File: src/verilog/cogc_pkg.sv
package cogc_pkg;
   localparam int unsigned ADDR_W      = 5;
   localparam int unsigned DATA_W      = 32;
   localparam int unsigned REG_W       = 8;
   localparam int unsigned NUM_SRC     = 8;
   localparam int unsigned SYNC_STAGES = 3;

   localparam logic [4:0] OFS_CON0      = 5'h00;
   localparam logic [4:0] OFS_CON1      = 5'h04;
   localparam logic [4:0] OFS_RISE_EN   = 5'h08;
   localparam logic [4:0] OFS_RISE_MODE = 5'h0c;
   localparam logic [4:0] OFS_DBR       = 5'h10;
   localparam logic [4:0] OFS_DBF       = 5'h14;
   localparam logic [4:0] OFS_PHR       = 5'h18;
   localparam logic [4:0] OFS_STATUS    = 5'h1c;

   localparam int unsigned CON0_EN_BIT   = 7;
   localparam int unsigned CON0_LD_BIT   = 6;
   localparam int unsigned CON0_CS_LSB   = 3;
   localparam int unsigned CON0_MD_LSB   = 0;
   localparam int unsigned CON1_RISE_DEADBAND_SOURCE_BIT = 7;
   localparam int unsigned CON1_FALL_DEADBAND_SOURCE_BIT = 6;
   localparam int unsigned CON1_POL_LSB  = 0;

   localparam logic [7:0] CON0_MASK = 8'h9f;
   localparam logic [7:0] CON1_MASK = 8'hcf;
   localparam logic [7:0] RST_REG   = 8'h00;
   localparam logic [1:0] DIV4_LAST = 2'h3;

   localparam logic [1:0] CS_FOSC_DIV4 = 2'h0;
   localparam logic [1:0] CS_FOSC      = 2'h1;
   localparam logic [1:0] CS_FAST_OSC  = 2'h2;

   localparam logic [2:0] MD_STEER      = 3'h0;
   localparam logic [2:0] MD_SYNC_STEER = 3'h1;
   localparam logic [2:0] MD_FWD_FB     = 3'h2;
   localparam logic [2:0] MD_REV_FB     = 3'h3;
   localparam logic [2:0] MD_HALF_BR    = 3'h4;
   localparam logic [2:0] MD_PUSH_PULL  = 3'h5;

   typedef enum logic [1:0] {
      ST_IDLE   = 2'h0,
      ST_PHASE  = 2'h1,
      ST_ACTIVE = 2'h3
   } cogc_state_e;
endpackage

File: src/verilog/cogc_src_if.sv
`timescale 1ns/100ps
interface cogc_src_if;
   logic en;
   logic mode;
   logic lvl;
   logic rise_edge;
   logic lvl_evt;
   modport src (input en, input mode, output lvl, output rise_edge, output lvl_evt);
   modport ctl (output en, output mode, input lvl, input rise_edge, input lvl_evt);
endinterface

File: src/verilog/cogc_rise_src.sv
`timescale 1ns/100ps
module cogc_rise_src #(
   parameter int unsigned STAGES = cogc_pkg::SYNC_STAGES
) (
   input wire logic sys_clk,
   input wire logic rst_n,
   input wire logic src_pin,
   cogc_src_if.src  sif
);
   logic [STAGES-1:0] sync_r;
   logic              stable_r;
   logic              prev_r;
   wire               agree = (sync_r[STAGES-1] == sync_r[STAGES-2]);

   always_ff @(posedge sys_clk) begin
      if (!rst_n) begin
         sync_r   <= '0;
         stable_r <= 1'b0;
         prev_r   <= 1'b0;
      end else begin
         sync_r <= {sync_r[STAGES-2:0], src_pin};
         if (agree) begin
            stable_r <= sync_r[STAGES-1];
         end
         prev_r <= stable_r;
      end
   end

   // a disabled source is forced quiet here so nothing downstream sees it
   assign sif.lvl       = sif.en & stable_r;
   assign sif.rise_edge = sif.en & sif.mode & stable_r & ~prev_r;
   assign sif.lvl_evt   = sif.en & ~sif.mode & stable_r;

   property p_edge_mode;
      @(posedge sys_clk) disable iff (!rst_n)
      sif.en && sif.mode && stable_r && !prev_r |-> sif.rise_edge && !sif.lvl_evt;
   endproperty
   a_edge_mode: assert property (p_edge_mode) else $error("edge mode missed a rise");
endmodule

File: src/verilog/cogc_top.sv
// The implementer's own choices: the placing of the registers and the Avalon-MM interface to the registers.
`timescale 1ns/100ps
// Operation
// - enable bit 7 of control 0 runs the generator; clear keeps it off.
// - load bit 6 transfers phase, blanking, dead-band registers to buffers at next event; no blanking register is built here.
// - load bit reads zero once the transfer has finished.
// - clock field 10 fast oscillator, 01 system clock, 00 system clock / 4.
// - mode 101 push-pull, 100 half-bridge, 011 reverse, 010 forward full-bridge.
// - mode 001 synchronous steered, mode 000 steered output operation.
// - control 1 bit 7 picks delay chain or module clock for rising dead-band.
// - control 1 bit 6 picks delay chain or module clock for falling dead-band.
// - control 1 bits 3..0 make outputs D..A active low when set.
// - rising source bit 0 lets the selected input pin cause rising events.
// - rising source bits 1..4 enable comparators 1..4 as rising inputs.
// - rising source bits 5 and 6 enable capture/compare units 1 and 2.
// - rising source bit 7 enables the PWM unit 3 output.
// - unimplemented control bits read zero.
// - every implemented control bit resets to zero on any reset.
// - hardware clears load bit; while disabled count writes load buffers directly.
// - mode bit one means edge after phase delay, zero means level immediately.
module cogc_top (
   input  wire  logic        sys_clk,
   input  wire  logic        rst_n,
   input  wire  logic [4:0]  avs_address,
   input  wire  logic        avs_read,
   input  wire  logic        avs_write,
   input  wire  logic [31:0] avs_writedata,
   input  wire  logic [3:0]  avs_byteenable,
   output logic       [31:0] avs_readdata,
   output logic              avs_waitrequest,
   input  wire  logic [7:0]  rise_src_pin,
   input  wire  logic        fast_osc_clk,
   output logic       [3:0]  out_drive
);
   logic [7:0]  con0_r;
   logic        ld_r;
   logic [7:0]  con1_r;
   logic [7:0]  rise_en_r;
   logic [7:0]  rise_mode_r;
   logic [7:0]  dbr_r;
   logic [7:0]  dbf_r;
   logic [7:0]  phr_r;
   logic [7:0]  dbr_b;
   logic [7:0]  dbf_b;
   logic [7:0]  phr_b;
   logic        wait_r;
   logic [31:0] rdata_r;
   logic [2:0]  osc_r;
   logic        osc_st_r;
   logic [1:0]  div_r;
   logic [7:0]  ph_cnt_r;
   logic [7:0]  rdb_cnt_r;
   logic [7:0]  fdb_cnt_r;
   logic        pa_r;
   logic        pb_r;
   logic        pp_tog_r;
   logic [3:0]  out_r;
   logic [3:0]  drv;
   logic [7:0]  edge_v;
   logic [7:0]  lvl_evt_v;
   logic [7:0]  lvl_v;
   cogc_pkg::cogc_state_e state_r;
   cogc_pkg::cogc_state_e state_nxt;

   // bus decode
   wire       acc       = avs_read | avs_write;
   wire       wr_hit    = avs_write & ~wait_r & avs_byteenable[0];
   wire [7:0] wd8       = avs_writedata[7:0];
   wire       sel_con0  = (avs_address == cogc_pkg::OFS_CON0);
   wire       sel_con1  = (avs_address == cogc_pkg::OFS_CON1);
   wire       sel_ren   = (avs_address == cogc_pkg::OFS_RISE_EN);
   wire       sel_rmode = (avs_address == cogc_pkg::OFS_RISE_MODE);
   wire       sel_dbr   = (avs_address == cogc_pkg::OFS_DBR);
   wire       sel_dbf   = (avs_address == cogc_pkg::OFS_DBF);
   wire       sel_phr   = (avs_address == cogc_pkg::OFS_PHR);
   wire       sel_stat  = (avs_address == cogc_pkg::OFS_STATUS);
   wire       wr_con0   = wr_hit & sel_con0;
   wire       wr_dbr    = wr_hit & sel_dbr;
   wire       wr_dbf    = wr_hit & sel_dbf;
   wire       wr_phr    = wr_hit & sel_phr;

   // control fields
   wire       en_w   = con0_r[cogc_pkg::CON0_EN_BIT];
   wire [1:0] cs_w   = con0_r[cogc_pkg::CON0_CS_LSB +: 2];
   wire [2:0] md_w   = con0_r[cogc_pkg::CON0_MD_LSB +: 3];
   wire       rise_deadband_source_w = con1_r[cogc_pkg::CON1_RISE_DEADBAND_SOURCE_BIT];
   wire       fall_deadband_source_w = con1_r[cogc_pkg::CON1_FALL_DEADBAND_SOURCE_BIT];
   wire [3:0] pol_w  = con1_r[cogc_pkg::CON1_POL_LSB +: 4];

   // readback; the load bit is kept apart from the stored fields
   wire [7:0] con0_rd = con0_r | ({7'h00, ld_r} << cogc_pkg::CON0_LD_BIT);
   wire [7:0] stat_rd = {state_r, pa_r, pb_r, out_r};
   wire [7:0] rd_byte = sel_con0  ? con0_rd :
                        sel_con1  ? con1_r :
                        sel_ren   ? rise_en_r :
                        sel_rmode ? rise_mode_r :
                        sel_dbr   ? dbr_r :
                        sel_dbf   ? dbf_r :
                        sel_phr   ? phr_r :
                        sel_stat  ? stat_rd : cogc_pkg::RST_REG;

   // one wait state on every access, read data registered ahead of release
   always_ff @(posedge sys_clk) begin
      if (!rst_n) begin
         wait_r  <= 1'b1;
         rdata_r <= '0;
      end else begin
         wait_r <= ~(acc & wait_r);
         if (avs_read & wait_r) begin
            rdata_r <= {24'h000000, rd_byte};
         end
      end
   end
   assign avs_waitrequest = wait_r;
   assign avs_readdata    = rdata_r;

   // module clock tick
   wire osc_rise = (osc_r[2] == osc_r[1]) & osc_r[2] & ~osc_st_r;
   wire mtick    = (cs_w == cogc_pkg::CS_FOSC)      ? 1'b1 :
                   (cs_w == cogc_pkg::CS_FOSC_DIV4) ? (div_r == cogc_pkg::DIV4_LAST) :
                   (cs_w == cogc_pkg::CS_FAST_OSC)  ? osc_rise : 1'b0;

   always_ff @(posedge sys_clk) begin
      if (!rst_n) begin
         osc_r    <= '0;
         osc_st_r <= 1'b0;
         div_r    <= '0;
      end else begin
         osc_r <= {osc_r[1:0], fast_osc_clk};
         if (osc_r[2] == osc_r[1]) begin
            osc_st_r <= osc_r[2];
         end
         div_r <= div_r + 2'h1;
      end
   end

   // rising event sources
   genvar gi;
   generate
      for (gi = 0; gi < cogc_pkg::NUM_SRC; gi++) begin : g_src
         cogc_src_if sif ();
         assign sif.en        = rise_en_r[gi];
         assign sif.mode      = rise_mode_r[gi];
         assign edge_v[gi]    = sif.rise_edge;
         assign lvl_evt_v[gi] = sif.lvl_evt;
         assign lvl_v[gi]     = sif.lvl;
         cogc_rise_src u_src (
            .sys_clk (sys_clk),
            .rst_n   (rst_n),
            .src_pin (rise_src_pin[gi]),
            .sif     (sif.src)
         );
      end
   endgenerate

   wire any_edge = |edge_v;
   wire any_imm  = |lvl_evt_v;
   wire any_lvl  = |lvl_v;
   wire act      = (state_r == cogc_pkg::ST_ACTIVE);
   wire rise_evt = (state_nxt == cogc_pkg::ST_ACTIVE) & ~act;
   wire ph_done  = mtick & (ph_cnt_r <= 8'h01);

   always_comb begin
      state_nxt = state_r;
      case (state_r)
         cogc_pkg::ST_IDLE: begin
            if (any_imm) begin
               state_nxt = cogc_pkg::ST_ACTIVE;
            end else if (any_edge) begin
               state_nxt = (phr_b == 8'h00) ? cogc_pkg::ST_ACTIVE : cogc_pkg::ST_PHASE;
            end
         end
         cogc_pkg::ST_PHASE: begin
            if (any_imm | ph_done) begin
               state_nxt = cogc_pkg::ST_ACTIVE;
            end
         end
         cogc_pkg::ST_ACTIVE: begin
            if (!any_lvl) begin
               state_nxt = cogc_pkg::ST_IDLE;
            end
         end
         default: state_nxt = cogc_pkg::ST_IDLE;
      endcase
      if (!en_w) begin
         state_nxt = cogc_pkg::ST_IDLE;
      end
   end

   always_ff @(posedge sys_clk) begin
      if (!rst_n) begin
         state_r  <= cogc_pkg::ST_IDLE;
         ph_cnt_r <= '0;
      end else begin
         state_r <= state_nxt;
         if (state_r != cogc_pkg::ST_PHASE) begin
            ph_cnt_r <= phr_b;
         end else if (mtick) begin
            ph_cnt_r <= ph_cnt_r - 8'h01;
         end
      end
   end

   // buffered transfer completes at the next rising event, or at once when off
   wire ld_done = ld_r & (rise_evt | ~en_w);

   always_ff @(posedge sys_clk) begin
      if (!rst_n) begin
         con0_r      <= cogc_pkg::RST_REG;
         ld_r        <= 1'b0;
         con1_r      <= cogc_pkg::RST_REG;
         rise_en_r   <= cogc_pkg::RST_REG;
         rise_mode_r <= cogc_pkg::RST_REG;
         dbr_r       <= cogc_pkg::RST_REG;
         dbf_r       <= cogc_pkg::RST_REG;
         phr_r       <= cogc_pkg::RST_REG;
      end else begin
         if (wr_con0) begin
            con0_r <= wd8 & cogc_pkg::CON0_MASK;
         end
         // a software set in the same cycle beats the hardware clear
         if (wr_con0) begin
            ld_r <= wd8[cogc_pkg::CON0_LD_BIT];
         end else if (ld_done) begin
            ld_r <= 1'b0;
         end
         if (wr_hit & sel_con1) begin
            con1_r <= wd8 & cogc_pkg::CON1_MASK;
         end
         if (wr_hit & sel_ren) begin
            rise_en_r <= wd8;
         end
         if (wr_hit & sel_rmode) begin
            rise_mode_r <= wd8;
         end
         if (wr_dbr) begin
            dbr_r <= wd8;
         end
         if (wr_dbf) begin
            dbf_r <= wd8;
         end
         if (wr_phr) begin
            phr_r <= wd8;
         end
      end
   end

   // working buffers; blanking is not held in this block
   always_ff @(posedge sys_clk) begin
      if (!rst_n) begin
         dbr_b <= '0;
         dbf_b <= '0;
         phr_b <= '0;
      end else if (!en_w && (wr_dbr || wr_dbf || wr_phr)) begin
         dbr_b <= wr_dbr ? wd8 : dbr_b;
         dbf_b <= wr_dbf ? wd8 : dbf_b;
         phr_b <= wr_phr ? wd8 : phr_b;
      end else if (ld_done) begin
         dbr_b <= dbr_r;
         dbf_b <= dbf_r;
         phr_b <= phr_r;
      end
   end

   // the delay chain is modelled as one step per system clock; only the
   // module clock path carries the one-tick uncertainty
   wire rstep = rise_deadband_source_w | mtick;
   wire fstep = fall_deadband_source_w | mtick;

   always_ff @(posedge sys_clk) begin
      if (!rst_n) begin
         rdb_cnt_r <= '0;
         fdb_cnt_r <= '0;
         pa_r      <= 1'b0;
         pb_r      <= 1'b0;
         pp_tog_r  <= 1'b0;
      end else begin
         if (!act) begin
            rdb_cnt_r <= dbr_b;
         end else if (rstep && rdb_cnt_r != 8'h00) begin
            rdb_cnt_r <= rdb_cnt_r - 8'h01;
         end
         if (act) begin
            fdb_cnt_r <= dbf_b;
         end else if (fstep && fdb_cnt_r != 8'h00) begin
            fdb_cnt_r <= fdb_cnt_r - 8'h01;
         end
         pa_r <= en_w & act & (rdb_cnt_r == 8'h00);
         pb_r <= en_w & ~act & (fdb_cnt_r == 8'h00);
         if (rise_evt) begin
            pp_tog_r <= ~pp_tog_r;
         end
      end
   end

   // no steering register here, so the steered modes drive all four outputs
   always_comb begin
      case (md_w)
         cogc_pkg::MD_STEER:      drv = {4{pa_r}};
         cogc_pkg::MD_SYNC_STEER: drv = {4{pa_r}};
         cogc_pkg::MD_FWD_FB:     drv = {pa_r, 1'b0, 1'b0, 1'b1};
         cogc_pkg::MD_REV_FB:     drv = {1'b0, 1'b1, pa_r, 1'b0};
         cogc_pkg::MD_HALF_BR:    drv = {pb_r, pa_r, pb_r, pa_r};
         cogc_pkg::MD_PUSH_PULL: begin
            drv = {pa_r & ~pp_tog_r, pa_r & pp_tog_r, pa_r & ~pp_tog_r, pa_r & pp_tog_r};
         end
         default:                 drv = 4'h0;
      endcase
   end

   always_ff @(posedge sys_clk) begin
      if (!rst_n) begin
         out_r <= '0;
      end else begin
         out_r <= (en_w ? drv : 4'h0) ^ pol_w;
      end
   end
   assign out_drive = out_r;

   wire [1:0] pab_pol = {pb_r ^ pol_w[1], pa_r ^ pol_w[0]};

   property p_off_idle;
      @(posedge sys_clk) disable iff (!rst_n) !en_w |=> state_r == cogc_pkg::ST_IDLE;
   endproperty
   a_off_idle: assert property (p_off_idle) else $error("disabled block left idle");

   property p_off_out;
      @(posedge sys_clk) disable iff (!rst_n) !en_w ##1 $stable(pol_w) |-> out_r == pol_w;
   endproperty
   a_off_out: assert property (p_off_out) else $error("disabled outputs not inactive");

   property p_ld_clear;
      @(posedge sys_clk) disable iff (!rst_n) ld_r && en_w && rise_evt && !wr_con0 |=> !ld_r;
   endproperty
   a_ld_clear: assert property (p_ld_clear) else $error("load bit not cleared");

   property p_ld_xfer;
      @(posedge sys_clk) disable iff (!rst_n)
      ld_r && en_w && rise_evt ##1 !$past(wr_phr) |-> phr_b == $past(phr_r);
   endproperty
   a_ld_xfer: assert property (p_ld_xfer) else $error("buffers not loaded");

   property p_direct;
      @(posedge sys_clk) disable iff (!rst_n) !en_w && wr_dbr |=> dbr_b == $past(wd8);
   endproperty
   a_direct: assert property (p_direct) else $error("direct buffer load missing");

   property p_div4;
      @(posedge sys_clk) disable iff (!rst_n)
      cs_w == cogc_pkg::CS_FOSC_DIV4 && mtick && !wr_con0 |=>
         (cs_w != cogc_pkg::CS_FOSC_DIV4 || !mtick) [*3];
   endproperty
   a_div4: assert property (p_div4) else $error("divide by four tick wrong");

   property p_rsv_bits;
      @(posedge sys_clk) disable iff (!rst_n)
      avs_read && wait_r && (sel_con0 || sel_con1) |=> avs_readdata[5:4] == 2'h0
         || $past(sel_con0) && avs_readdata[5] == 1'b0;
   endproperty
   a_rsv_bits: assert property (p_rsv_bits) else $error("reserved bits read set");

   property p_reset;
      @(posedge sys_clk) $rose(rst_n) |-> con0_rd == 8'h00 && con1_r == 8'h00 && rise_en_r == 8'h00;
   endproperty
   a_reset: assert property (p_reset) else $error("control not zero after reset");

   property p_or;
      @(posedge sys_clk) disable iff (!rst_n)
      en_w && state_r == cogc_pkg::ST_IDLE && any_imm |=> state_r == cogc_pkg::ST_ACTIVE;
   endproperty
   a_or: assert property (p_or) else $error("level source did not fire");

   property p_gate;
      @(posedge sys_clk) disable iff (!rst_n) ((edge_v | lvl_evt_v | lvl_v) & ~rise_en_r) == 8'h00;
   endproperty
   a_gate: assert property (p_gate) else $error("disabled source active");

   property p_rdb;
      @(posedge sys_clk) disable iff (!rst_n)
      act && rise_deadband_source_w && rdb_cnt_r != 8'h00 |=> !act || rdb_cnt_r == $past(rdb_cnt_r) - 8'h01;
   endproperty
   a_rdb: assert property (p_rdb) else $error("rise dead-band chain step wrong");

   property p_fdb;
      @(posedge sys_clk) disable iff (!rst_n)
      !act && !fall_deadband_source_w && !mtick && fdb_cnt_r != 8'h00 |=> act || $stable(fdb_cnt_r);
   endproperty
   a_fdb: assert property (p_fdb) else $error("fall dead-band ignored module clock");

   property p_half;
      @(posedge sys_clk) disable iff (!rst_n)
      en_w && md_w == cogc_pkg::MD_HALF_BR |=> out_r[1:0] == $past(pab_pol);
   endproperty
   a_half: assert property (p_half) else $error("half-bridge outputs wrong");

   property p_sync;
      @(posedge sys_clk) disable iff (!rst_n)
      en_w && md_w == cogc_pkg::MD_SYNC_STEER |=> out_r[0] == $past(pab_pol[0]);
   endproperty
   a_sync: assert property (p_sync) else $error("steered output wrong");

   c_phase: cover property (@(posedge sys_clk) state_r == cogc_pkg::ST_PHASE ##[1:20] act);
   c_ld: cover property (@(posedge sys_clk) ld_r && rise_evt && en_w);
   c_pp: cover property (@(posedge sys_clk) md_w == cogc_pkg::MD_PUSH_PULL && $rose(pp_tog_r));
endmodule

File: config.mk
export PLATFORM = sky130hd
export DESIGN_NAME = cogc_top
export DESIGN_NICKNAME = d
export VERILOG_FILES = /design/src/verilog/cogc_pkg.sv /design/src/verilog/cogc_src_if.sv /design/src/verilog/cogc_rise_src.sv /design/src/verilog/cogc_top.sv
export SDC_FILE = /design/constraint.sdc
export NUM_CORES = 1
export LEC_CHECK = 0
export ABC_AREA = 1
export BUFFER_PORTS_ARGS = -buffer_cell sky130_fd_sc_hd__buf_2
export CORE_MARGIN = 4
export CORE_UTILIZATION = 38
export DETAILED_ROUTE_END_ITERATION = 8
export GPL_TIMING_DRIVEN = 0
export PLACE_DENSITY = 0.65
export SLEW_MARGIN = 10
export SYNTH_ARGS = -nofsm -noshare
export SYNTH_HDL_FRONTEND = slang
export SYNTH_SLANG_ARGS = --single-unit
File: constraint.sdc
create_clock -name sys_clk -period 2.2 [get_ports sys_clk]
set_clock_uncertainty 0.2 [all_clocks]
set_input_delay 0.33 -clock sys_clk [delete_from_list [all_inputs] [get_ports sys_clk]]
set_output_delay 0.33 -clock sys_clk [all_outputs]
set_load 0.05 [all_outputs]
### Yosys cells after proc, flatten, opt, wreduce, memory -nomap -nowiden

Cells that the tools add are included.

* register bits: 165
* logic and storage cells: 247

* bitwise operators: 99
* reductions and logical operators: 26
* eq/ne operators: 32
* multiplexer cells: 37
* $add $sub $neg: 4
* magnitude comparators: 1

Operators by type and width (count)
* 2-to-1 mux 8 bit: 23
* bitwise AND 1 bit: 70
* zero test 8 bit: 3
* OR reduction 8 bit: 3
* subtractor 8 x 1 -> 8 bit (second input constant): 3
* inverter 1 bit: 22
* == test 5 bit (second input constant): 4
* case mux 4 bit (5 select lines): 1
* nonzero test 8 bit: 2
* 2-to-1 mux 2 bit: 6
* == test 5 x 4 -> 1 bit (second input constant): 2
* == test 1 bit: 9
* == test 2 bit (second input constant): 4
* less-or-equal comparator 8 x 1 -> 1 bit (second input constant): 1
* OR 8 x 7 -> 8 bit: 1
* nonzero test 2 bit: 4
* == test 3 x 2 -> 1 bit (second input constant): 2
* == test 3 bit (second input constant): 2
* != test 2 bit (second input constant): 3
* case mux 2 bit (3 select lines): 1
* AND reduction 2 bit: 3
* == test 5 x 3 -> 1 bit (second input constant): 1
* zero test 5 bit: 1
* 2-to-1 mux 1 bit: 5
* other kinds (13): 23

### Depth between registers and ports, before layout

Gate-level depths: netlist of the first run.

* depth after elaboration: 17
* gate-level depth with buffers: 16

### Cells and area by module

From an unflattened synthesis of the first run, not the netlist that was laid out.

* cells, all modules: 1125
* area, all modules: 7691.1 um2

Modules (own cells, without submodules)
* cogc_top: cells each 933, times used 1, area each 6269.8 um2
* cogc_rise_src: cells each 24, times used 8, area each 177.7 um2

### Worst setup path after synthesis of the first run

OpenSTA, ideal clock, no wires.

* kind: register to register
* start: register wait_r (netlist: avs_waitrequest)
* end: register dbr_b[0]
* arrival time: 1.856 ns
* path slack: 0.029 ns
* clock period less this slack: 2.171 ns
* buffers on the path: 2
* data required time: 1.885 ns
* stages on the path, launching flop included: 12
* path through: dfxtp_1 > inv_1 > nand3_1 > nor2_1 > inv_2 > a31oi_4 > nor2_1 > nand2_2 > buf_6 > buf_6 > a21oi_1 > nor2_1

* longest elaborated chain between the ends: 9
* elaborated cells between the ends (all ways): 13

RTL lines
* start, declared: RTL line cogc_top.sv:46 `logic wait_r;`
* start signal, assigned: RTL line cogc_top.sv:108 `wait_r <= ~(acc & wait_r);`
* inverter 1 bit *: RTL line cogc_top.sv:67 `wire wr_hit = avs_write & ~wait_r & avs_byteenable[0];`
* bitwise AND 1 bit * (2 in series): RTL line cogc_top.sv:67
* bitwise AND 1 bit, on equally long branches: RTL line cogc_top.sv:78, cogc_top.sv:79
* logical OR 1 bit (2 in series): RTL line cogc_top.sv:254 `end else if (!en_w && (wr_dbr || wr_dbf || wr_phr)) begin`
* logical AND 1 bit: RTL line cogc_top.sv:254
* != test 2 bit (no source line) or nonzero test 2 bit (tied branches)
* AND reduction 2 bit (no source line)
* end signal, assigned: RTL line cogc_top.sv:255 `dbr_b <= wr_dbr ? wd8 : dbr_b;`
* end signal, assigned: RTL line cogc_top.sv:259 `dbr_b <= dbr_r;`
* end, declared: RTL line cogc_top.sv:43 `logic [7:0] dbr_b;`

Mark *: on every way between the ends. The rest lies on a longest branch, timed or not.
A chain may end at the register's enable or synchronous reset.

### Worst setup path in the final report of the first run

* start: register osc_r[2]
* end: register dbr_b[4]

* longest elaborated chain between the ends: 17

RTL lines
* start, declared: RTL line cogc_top.sv:48 `logic [2:0] osc_r;`
* start signal, assigned: RTL line cogc_top.sv:129 `osc_r <= {osc_r[1:0], fast_osc_clk};`
* == test 1 bit: RTL line cogc_top.sv:118 `wire osc_rise = (osc_r[2] == osc_r[1]) & osc_r[2] & ~osc_st_r;`
* bitwise AND 1 bit * (2 in series): RTL line cogc_top.sv:118
* 2-to-1 mux 1 bit *: RTL line cogc_top.sv:121 `(cs_w == cogc_pkg::CS_FAST_OSC) ? osc_rise : 1'b0;`
* 2-to-1 mux 1 bit *: RTL line cogc_top.sv:120 `(cs_w == cogc_pkg::CS_FOSC_DIV4) ? (div_r == cogc_pkg::DIV4_LAST) :`
* 2-to-1 mux 1 bit *: RTL line cogc_top.sv:119 `wire mtick = (cs_w == cogc_pkg::CS_FOSC) ? 1'b1 :`
* bitwise AND 1 bit *: RTL line cogc_top.sv:161 `wire ph_done = mtick & (ph_cnt_r <= 8'h01);`
* OR 1 bit *: RTL line cogc_top.sv:174 `if (any_imm | ph_done) begin`
* 2-to-1 mux 2 bit *: RTL line cogc_top.sv:174
* case mux 2 bit (3 select lines) *: RTL line cogc_top.sv:165 `case (state_r)`
* 2-to-1 mux 2 bit *: RTL line cogc_top.sv:185 `if (!en_w) begin`
* == test 2 bit *: RTL line cogc_top.sv:160 `wire rise_evt = (state_nxt == cogc_pkg::ST_ACTIVE) & ~act;`
* bitwise AND 1 bit *: RTL line cogc_top.sv:160
* OR 1 bit *: RTL line cogc_top.sv:205 `wire ld_done = ld_r & (rise_evt | ~en_w);`
* bitwise AND 1 bit *: RTL line cogc_top.sv:205
* nonzero test 2 bit (no source line) *
* AND reduction 2 bit (no source line) *

Marks and branches as above.

==> results of run 1 <==
[cells by family after synthesis]
family / Yosys count / synth area share
flops: 165 / 0.433
buf+inv: 238 / 0.133
xor+xnor: 9 / 0.0103
other cells: 1 / 0.000491
fa+ha+maj: 6 / 0.00984
compound gates: 257 / 0.183
simple gates: 416 / 0.231
[registers in the layout (all words and copies together) (netlist names), 3 cells and up]
name	count
out_drive	4
avs_readdata	8
g_src.u_src.stable_r	8
g_src.u_src.prev_r	8
dbr_r	8
con1_r	6
fdb_cnt_r	8
g_src.u_src.sync_r	24
phr_r	8
con0_r	6
phr_b	8
dbf_r	8
dbr_b	8
rise_en_r	8
dbf_b	8
ph_cnt_r	8
rise_mode_r	8
rdb_cnt_r	8
osc_r	3
[power by group through the flow]
stage / sequential [uW] / clock [uW] / combinational (uW)
3_3_place_gp: 3100 / 0 / 377
5_1_grt: 3030 / 3210 / 447
2_1_floorplan: 3110 / 0 / 255
3_5_place_dp: 3100 / 0 / 378
4_1_cts: 3030 / 3090 / 403
6_report: 3030 / 3050 / 414
[cell type report]
cell class              instances  area share
flip-flops and latches        165       0.354
repair buffers                 57      0.0412
multi-input cells             712       0.389
plain buffers                  62      0.0425
inverters                     176      0.0715
clock buffers                  17      0.0456
clock inverters                15      0.0198
well taps                     265      0.0355
[Yosys cell counts]
master,instances,area share
xor2_1,8,0.0092
inv_1,166,0.082
o311ai_0,1,0.0011
buf_6,3,0.0044
nand4_4,2,0.0056
nand2_2,1,0.00082
nand2_1,199,0.098
o211ai_1,11,0.011
clkbuf_1,25,0.012
nand2_4,1,0.0015
nor3_4,1,0.0021
or2_2,3,0.0025
o22ai_1,7,0.0057
nand3_1,41,0.027
nor3_1,14,0.0092
o21ai_0,105,0.069
or3_1,1,0.00082
nor2_4,2,0.0030
nor4_1,5,0.0041
xnor2_1,1,0.0011
a32oi_1,1,0.0011
inv_2,10,0.0049
ha_1,6,0.0098
nor2_8,1,0.0026
dfxtp_1,165,0.43
buf_4,25,0.025
buf_1,4,0.0020
a21oi_1,107,0.070
o221ai_1,1,0.0011
conb_1,1,0.00049
o21bai_1,9,0.0089
buf_2,5,0.0033
a211oi_1,1,0.00098
nor2_1,138,0.068
nand4_1,6,0.0049
o31ai_1,2,0.0020
a31oi_1,11,0.0090
a31oi_4,1,0.0028
nor2_2,1,0.00082
[worst max-delay path: cells and delay by family (launching register included)]
family | cells | cell delay (ns)
simple gates | 10 | 0.85
flops | 1 | 0.33
fa+ha+maj | 1 | 0.16
buf+inv | 4 | 0.39
compound gates | 1 | 0.13
[stage by stage]
step	instances	instance area (um2)	setup WS [ns]	total power (uW)	setup TNS, ns
after global placement	1417	8230	-0.567	3480	-18.61
after detailed placement	1417	8230	-0.576	3480	-18.31
after global routing	1469	9330	-0.132	6690	-2.78
after floorplan	1115	7720	0.0290	3370	0
after CTS	1464	9060	-0.0706	6530	-0.754
final	1469	9330	-0.00133	6490	-0.00133
[routing by layer]
| metal | vias to the layer above | wire [um] | part of all wire | track usage |
|---|---|---|---|---|
| li1 | 3650 | - | - | - |
| met1 | 3211 | 10200 | 0.47 | 0.281 |
| met2 | 222 | 9750 | 0.44 | 0.299 |
| met3 | 36 | 1530 | 0.070 | 0.0339 |
| met4 | 0 | 464 | 0.021 | 0.0769 |
| met5 | - | 0 | 0 | 0 |
[path summary, 6_finish.rpt]
check | start | to | slack [ns]
max | osc_r[2] | dbr_b[4] | -0.001
min | avs_writedata[4] | rise_en_r[4] | 0.05
max reg2reg | osc_r[2] | dbr_b[4] | -0.001
min reg2reg | osc_r[0] | osc_r[1] | 0.21
[repair_timing]
item,CTS,global route
hold buffers,11,0
gates cloned,0,1
pin swaps,11,10
buffers inserted,4,4
endpoints found under the setup margin,41,50
endpoints found under the hold margin,10,0
resized for setup,30,61
==> results_dict.tcl, run 1 <==
set metrics [dict create \
    fin_nets 1251 \
    synthToLayoutAreaGrowth_pct 22.3 \
    drtAntennaViolNets 0 \
    multiInputGateArea_um2 3630 \
    final_util 0.476 \
    critical_path_required_ns 2.33 \
    finalMaxSlewViolations 0 \
    cts_buffer_depth 2 \
    rsz0062_at_grt "yes" \
    finalCritPeriodShare 1.00 \
    num_rows 51 \
    crit_arrival_ns 2.33 \
    whs_ns 0.0504 \
    grt_pass1_wl_mm 34.1 \
    cts_sinks 165 \
    antenna_found_initial 0 \
    cts_root_buf "clkbuf_16" \
    ys_seq_area_frac 0.433 \
    cpPeakStageDelay_ns 0.33 \
    period_needed_ns 2.20 \
    ir_worst_vdd_v 0.000479 \
    initial_core_util 0.389 \
    final_cell_mix "nand2_1, dfxtp_1, inv_1" \
    syn_inst 1092 \
    slew_headroom 0.412 \
    grt_overflow 0 \
    critPathMaxFanout 10 \
    clock_latency_ns 0.44 \
    finalHoldViolCount 0 \
    hold_path_class "in -> reg" \
    whs_path_depth 3 \
    ys_types 39 \
    cts_tree "yes" \
    nFillCells 1980 \
    tightest_slew_ns 0.882 \
    die_width_um 150 \
    critPathCaptureType "flip-flop" \
    path_clk_slew_ns 0.08 \
    io_pins 91 \
    cts_buffers 17 \
    diodes 0 \
    outcome "finished, violations left" \
    crit_path_top_delay_cell "dfxtp_2" \
    wirelength_mm 22.0 \
    worst_path_most_repeated_cell "nand2_4" \
    first_iter_violations 663 \
    synth_area_um2 7630 \
    portBuffers 37 \
    yosys_warnings 0 \
    synth-seq-cells 165 \
    remaining_drc_errors 0 \
    cp-start-kind "flip-flop" \
    p_clk_frac 0.469 \
    fmax_mhz 454 \
    dieArea_um2 22400 \
    grt_pass1_vias 6373 \
    fin_ws_ns -0.00133 \
    maxCapViolations 0 \
    setup_viol_count_final 1 \
    switching_power_uw 1730 \
    cp_cell_sequence "ha_2 -> nand4_1 -> nand2_4 -> inv_4 -> nor2_4 -> nand2_1 -> nand2_1 -> inv_2 -> nand2_2 -> nand2_4 -> nand2_4 -> nand2_4 -> buf_8 -> buf_12 -> a21oi_4 -> nor2_1" \
    regArea_um2 3310 \
    power_leakage_uw 0.00433 \
    seq_power_share 0.467 \
    path_class "reg -> reg" \
    drive_gt1_frac 0.158 \
    core_region_area_um2 19600 \
    violations "negative setup slack" \
    final_common_cell "nand2_1" \
    switching_share 0.266 \
    die_h_um 150 \
    grt_usage 0.198 \
    intPower_uw 4760 \
    dp_hpwl_mm 15.9 \
    vias 7119 \
    drt-wirelength-per-cell_um 15.0 \
    power_density_nw_per_um2 696 \
    via_per_inst 4.85 \
    grt_max_degree 19 \
    power_frac_comb 0.064 \
    avgSynthCellArea_um2 6.99 \
    gp_congestion 0.999 \
    htreeDepth 4 \
    r2r_cells 16 \
    dr.pass1.iters 7 \
]
Power figures use the tool's default switching activity.
==> run 2, diff against run 1 <==
--- a/config.mk
+++ b/config.mk
@@ -11,7 +11,7 @@
 export CORE_UTILIZATION = 38
 export DETAILED_ROUTE_END_ITERATION = 8
 export GPL_TIMING_DRIVEN = 0
-export PLACE_DENSITY = 0.65
+export PLACE_DENSITY = 0.67
 export SLEW_MARGIN = 10
 export SYNTH_ARGS = -nofsm -noshare
 export SYNTH_HDL_FRONTEND = slang
==> run 2 against run 1 <==
Largest power group unchanged. Critical endpoint is now dbf_b[7]. Worst hold slack gained 0.0048 ns. Maximum frequency shrank 1.6%. Final cell count grew 0.34%. The run still ends with negative setup slack left. Critical path type unchanged. Utilization grew 0.37 points. Global-route usage shrank 0.38 points. Flip-flop and latch count is the same.
==> results_dict.tcl, run 2 (synthesis gave the netlist of run 1 again) <==
set metrics [dict create \
    first_iter_violations 830 \
    grt_overflow 0 \
    place_worst_setup_slack_ns -0.643 \
    num_rows 51 \
    hold_start "avs_writedata[5]" \
    finalMaxSlewViolations 0 \
    critPathCaptureType "flip-flop" \
    largest_register_ff_count 24 \
    diodes 0 \
    power_frac_comb 0.063 \
    top_layer "met4" \
    p_clk_frac 0.477 \
    via_per_inst 4.90 \
    switching_share 0.241 \
    dieArea_um2 22400 \
    outcome "finished, violations left" \
    path_class "reg -> reg" \
    cp-start-kind "flip-flop" \
    grt_pass1_vias 6377 \
    crit_path_top_delay_cell "clkbuf_1" \
    cts_buffers 17 \
    critPathMaxFanout 10 \
    cts_sinks 165 \
    dr.pass1.iters 6 \
    violations "negative setup slack" \
    final_cell_mix "nand2_1, inv_1, dfxtp_1" \
    reg2reg_from "con0_r[7]" \
    nFillCells 1948 \
    holdPathEnd "rise_mode_r[5]" \
    gp_congestion 0.943 \
    critical_path_required_ns 2.32 \
    htreeDepth 4 \
    whs_ns 0.0552 \
    hold_path_class "in -> reg" \
    period_needed_ns 2.24 \
    grt_usage 0.194 \
    io_pins 91 \
    regMostFlops "g_src.u_src.sync_r" \
    switching_power_uw 1590 \
    path_clk_slew_ns 0.07 \
    finalCritPeriodShare 1.02 \
    wl_met3_mm 1.83 \
    fmax_mhz 447 \
    core_region_area_um2 19600 \
    rsz0062_at_grt "yes" \
    cts_tree "yes" \
    remaining_drc_errors 0 \
    worstReg2RegEnd "dbf_b[7]" \
    dp_hpwl_mm 15.7 \
    drive_gt1_frac 0.172 \
    initial_core_util 0.389 \
    vias 7219 \
    r2r_cells 8 \
    die_width_um 150 \
    intPower_uw 5000 \
    fin_nets 1256 \
    portBuffers 37 \
    synthToLayoutAreaGrowth_pct 23.2 \
    seq_power_share 0.460 \
    cp_cell_sequence "buf_6 -> clkinvlp_4 -> buf_4 -> nand2_1 -> clkbuf_1 -> nand3_1 -> nand2_1 -> nor2_1" \
    worst_path_most_repeated_cell "nand2_1" \
    wl_met2_mm 9.70 \
    clock_latency_ns 0.43 \
    cpPeakStageDelay_ns 0.65 \
    maxCapViolations 0 \
    final_util 0.480 \
    cts_root_buf "clkbuf_16" \
    power_leakage_uw 0.00436 \
    drtAntennaViolNets 0 \
    slew_headroom 0.460 \
    grt_pass1_wl_mm 33.8 \
    antenna_found_initial 0 \
    wirelength_mm 21.8 \
    whs_path_depth 3 \
    die_h_um 150 \
    cts_buffer_depth 2 \
    fin_ws_ns -0.0366 \
    grt_max_degree 17 \
    crit_arrival_ns 2.36 \
    met1Wirelength_mm 9.66 \
    finalHoldViolCount 0 \
    r2r_slack_ns -0.04 \
    power_density_nw_per_um2 701 \
    drt-wirelength-per-cell_um 14.8 \
    setup_viol_count_final 4 \
    tightest_slew_ns 0.810 \
    final_common_cell "nand2_1" \
    ir_worst_vdd_v 0.000510 \
]
==> run 2: cell type report <==
cell class	count	area [um2]	area share
multi-input combinational	712	3620	0.385
sequential	165	3320	0.353
inverter	176	667	0.0709
timing repair buffer	62	454	0.0483
clock buffer	19	453	0.0482
buffer	62	380	0.0405
tap	265	332	0.0353
clock inverter	13	170	0.0181
==> run 2: worst max-delay path by stage <==
stage                    start       end  slack [ns]  cells after the start
2_1_floorplan  avs_waitrequest  dbr_b[0]        0.03                     11
3_3_place_gp          osc_r[1]  dbr_b[2]       -0.67                     16
3_5_place_dp          osc_r[1]  dbr_b[2]       -0.64                     16
4_1_cts               osc_r[2]  dbf_b[5]      -0.004                     16
5_1_grt              con0_r[7]  dbf_b[6]       -0.13                      8
6_report             con0_r[7]  dbf_b[7]       -0.04                      8
==> run 2: repair_timing <==
action                                  in CTS  in global routing
hold endpoints to repair                    10                  0
cloned                                       1                  1
buffers inserted                             8                  4
hold buffers                                11                  0
resized for setup                           40                 55
pin swaps                                    9                  9
endpoints found under the setup margin      41                 49
==> run 2: through the flow <==
step / total power [uW] / instances / setup TNS (ns) / area [um2]
6_report: 6590 / 1474 / -0.0689 / 9400
5_1_grt: 6790 / 1474 / -2.16 / 9400
4_1_cts: 6610 / 1469 / -0.00736 / 9180
3_5_place_dp: 3480 / 1417 / -20.37 / 8230
3_3_place_gp: 3470 / 1417 / -20.20 / 8230
2_1_floorplan: 3370 / 1115 / 0 / 7720
==> run 2: routing by layer <==
layer | up-vias | track usage
met2 | 275 | 0.304
li1 | 3657 | -
met4 | 0 | 0.0622
met1 | 3248 | 0.260
met3 | 39 | 0.0521
met5 | - | 0
==> run 2: power by group through the flow <==
| stage | registers [uW] | clock network [uW] | logic, uW |
|---|---|---|---|
| floorplan | 3110 | 0 | 255 |
| global placement | 3100 | 0 | 374 |
| detailed placement | 3100 | 0 | 377 |
| CTS | 3030 | 3180 | 402 |
| global route | 3040 | 3310 | 449 |
| finish | 3030 | 3150 | 412 |
==> run 2: worst max-delay path, delay by kind of cell (launching register included) <==
kind	cells	cell delay, ns
flops	1	0.33
simple gates	4	0.53
buf+inv	4	1.06
==> run 3, diff against run 2 <==
--- a/config.mk
+++ b/config.mk
@@ -8,10 +8,10 @@
 export ABC_AREA = 1
 export BUFFER_PORTS_ARGS = -buffer_cell sky130_fd_sc_hd__buf_2
 export CORE_MARGIN = 4
-export CORE_UTILIZATION = 38
+export CORE_UTILIZATION = 58
 export DETAILED_ROUTE_END_ITERATION = 8
 export GPL_TIMING_DRIVEN = 0
-export PLACE_DENSITY = 0.67
+export PLACE_DENSITY = 0.9
 export SLEW_MARGIN = 10
 export SYNTH_ARGS = -nofsm -noshare
 export SYNTH_HDL_FRONTEND = slang
==> run 3 against run 2 <==
The flow still finishes with violations (negative setup slack). Worst hold slack got worse by 0.011 ns. Sequential power barely moved. Global-route usage rose by 9.1 points. Highest routed layer unchanged.
==> results_dict.tcl, run 3 (synthesis gave the netlist of run 1 again) <==
set metrics [dict create \
    outcome "finished, violations left" \
    violations "negative setup slack" \
    finalMaxSlewViolations 0 \
    htreeDepth 4 \
    cts_root_buf "clkbuf_16" \
    finalPower_uw 6510 \
    critPathLaunch "con0_r[7]" \
    fmax_mhz 444 \
    dp_hpwl_mm 14.8 \
    hold_path_class "in -> reg" \
    tightest_slew_ns 0.691 \
    finalHoldViolCount 0 \
    drt-wirelength-per-cell_um 15.7 \
    initial_core_util 0.597 \
    antenna_found_initial 0 \
    die_width_um 123 \
    final_cell_mix "nand2_1, inv_1, dfxtp_1" \
    cpPeakStageDelay_ns 0.33 \
    io_pins 91 \
    largest_register_ff_count 24 \
    crit_path_top_delay_cell "dfxtp_1" \
    cp_cell_sequence "buf_6 -> clkinvlp_4 -> a21oi_1 -> o21ai_0 -> inv_1 -> nand2_1 -> nor2_1 -> nand2_2 -> nand2_2 -> nand2_4 -> buf_8 -> buf_12 -> a21oi_2 -> nor2_1" \
    ir_worst_vdd_v 0.000636 \
    finalCritPeriodShare 1.02 \
    cts_buffer_depth 2 \
    portBuffers 37 \
    path_class "reg -> reg" \
    cp-start-kind "flip-flop" \
    nFillCells 954 \
    first_iter_violations 899 \
    cts_tree "yes" \
    fin_nets 1252 \
    rsz0062_at_grt "yes" \
    grt_overflow 0 \
    whs_ns 0.0438 \
    fin_ws_ns -0.0540 \
    critPathCaptureType "flip-flop" \
    path_buf_inv 5 \
    clock_latency_ns 0.45 \
    cts_buffers 17 \
    regMostFlops "g_src.u_src.sync_r" \
    path_clk_slew_ns 0.07 \
    diodes 0 \
    wl_met2_mm 10.2 \
    drtAntennaViolNets 0 \
    drive_gt1_frac 0.167 \
    crit_arrival_ns 2.39 \
    grt_pass1_vias 6894 \
    final_common_cell "nand2_1" \
    setup_viol_count_final 8 \
    top_layer "met4" \
    grt_max_degree 17 \
    core_region_area_um2 12800 \
    critical_path_required_ns 2.34 \
    slew_headroom 0.539 \
    grt_pass1_wl_mm 33.2 \
    cts_sinks 165 \
    maxCapViolations 0 \
    gp_congestion 1.04 \
    synthToLayoutAreaGrowth_pct 20.4 \
    crit_family "buffers and inverters" \
    num_rows 41 \
    grt_usage 0.285 \
    power_leakage_uw 0.00434 \
    dr.pass1.iters 6 \
    wirelength_mm 21.6 \
    met1Wirelength_mm 8.56 \
    power_density_nw_per_um2 709 \
    vias 7552 \
    hold_start "avs_writedata[7]" \
    remaining_drc_errors 0 \
    die_h_um 123 \
    critPathMaxFanout 10 \
    reg2reg_from "con0_r[7]" \
    period_needed_ns 2.25 \
    via_per_inst 5.48 \
    wl_met3_mm 1.99 \
    dieArea_um2 15100 \
]
run 3: layout make-up:
| class | count | area (um2) | share of cell area |
|---|---|---|---|
| multi-input combinational | 712 | 3600 | 0.392 |
| tap | 172 | 215 | 0.0234 |
| inverter | 176 | 667 | 0.0726 |
| sequential | 165 | 3320 | 0.361 |
| timing repair buffer | 58 | 388 | 0.0422 |
| clock buffer | 19 | 443 | 0.0482 |
| buffer | 62 | 394 | 0.0429 |
| clock inverter | 13 | 159 | 0.0173 |
run 3: final timing paths:
path	end	slack, ns	cells past startpoint
worst min register to register	osc_r[1]	0.21	2
worst max register to register	phr_b[5]	-0.05	14
worst max-delay path	phr_b[5]	-0.05	14
worst min-delay path	con0_r[7]	0.04	3
run 3: per-layer routing:
metal  track usage  vias up
met4         0.140        0
met2         0.457      366
met5             0        -
met1         0.351     3462
met3        0.0811       78
li1              -     3646
run 3: tightest hold or removal path, delay by kind of cell:
family                 cells  cell delay (ns)
buffers and inverters      1             0.18
AND/OR/NAND/NOR            1             0.09
AO/OA/AOI/OAI              1             0.05
run 3: through the flow:
step / cell area [um2] / util / setup WS (ns) / instances / TNS, ns
floorplan: 7720 / - / 0.0290 / 1115 / 0
global placement: 8120 / 0.635 / -0.335 / 1324 / -10.0
detailed placement: 8120 / 0.635 / -0.304 / 1324 / -10.41
CTS: 8910 / 0.698 / 0.00554 / 1371 / 0
global route: 9190 / 0.719 / -0.117 / 1377 / -1.73
finish: 9190 / 0.719 / -0.0540 / 1377 / -0.111
run 3: what timing repair did:
item / 4_1_cts / 5_1_grt
buffers inserted: 4 / 5
hold buffers: 11 / 0
endpoints found under the setup margin: 33 / 50
hold endpoints to repair: 10 / 0
resized for setup: 22 / 74
pin swaps: 3 / 12
cloned: 0 / 1
run 3: power by group:
| group | total [uW] | switching, uW | internal [uW] | leakage, uW |
|---|---|---|---|---|
| sequential | 3030 | 14.1 | 3020 | 0.00134 |
| combinational | 408 | 294 | 114 | 0.00270 |
| clock | 3070 | 1330 | 1740 | 0.000295 |
| total | 6510 | 1640 | 4870 | 0.00434 |
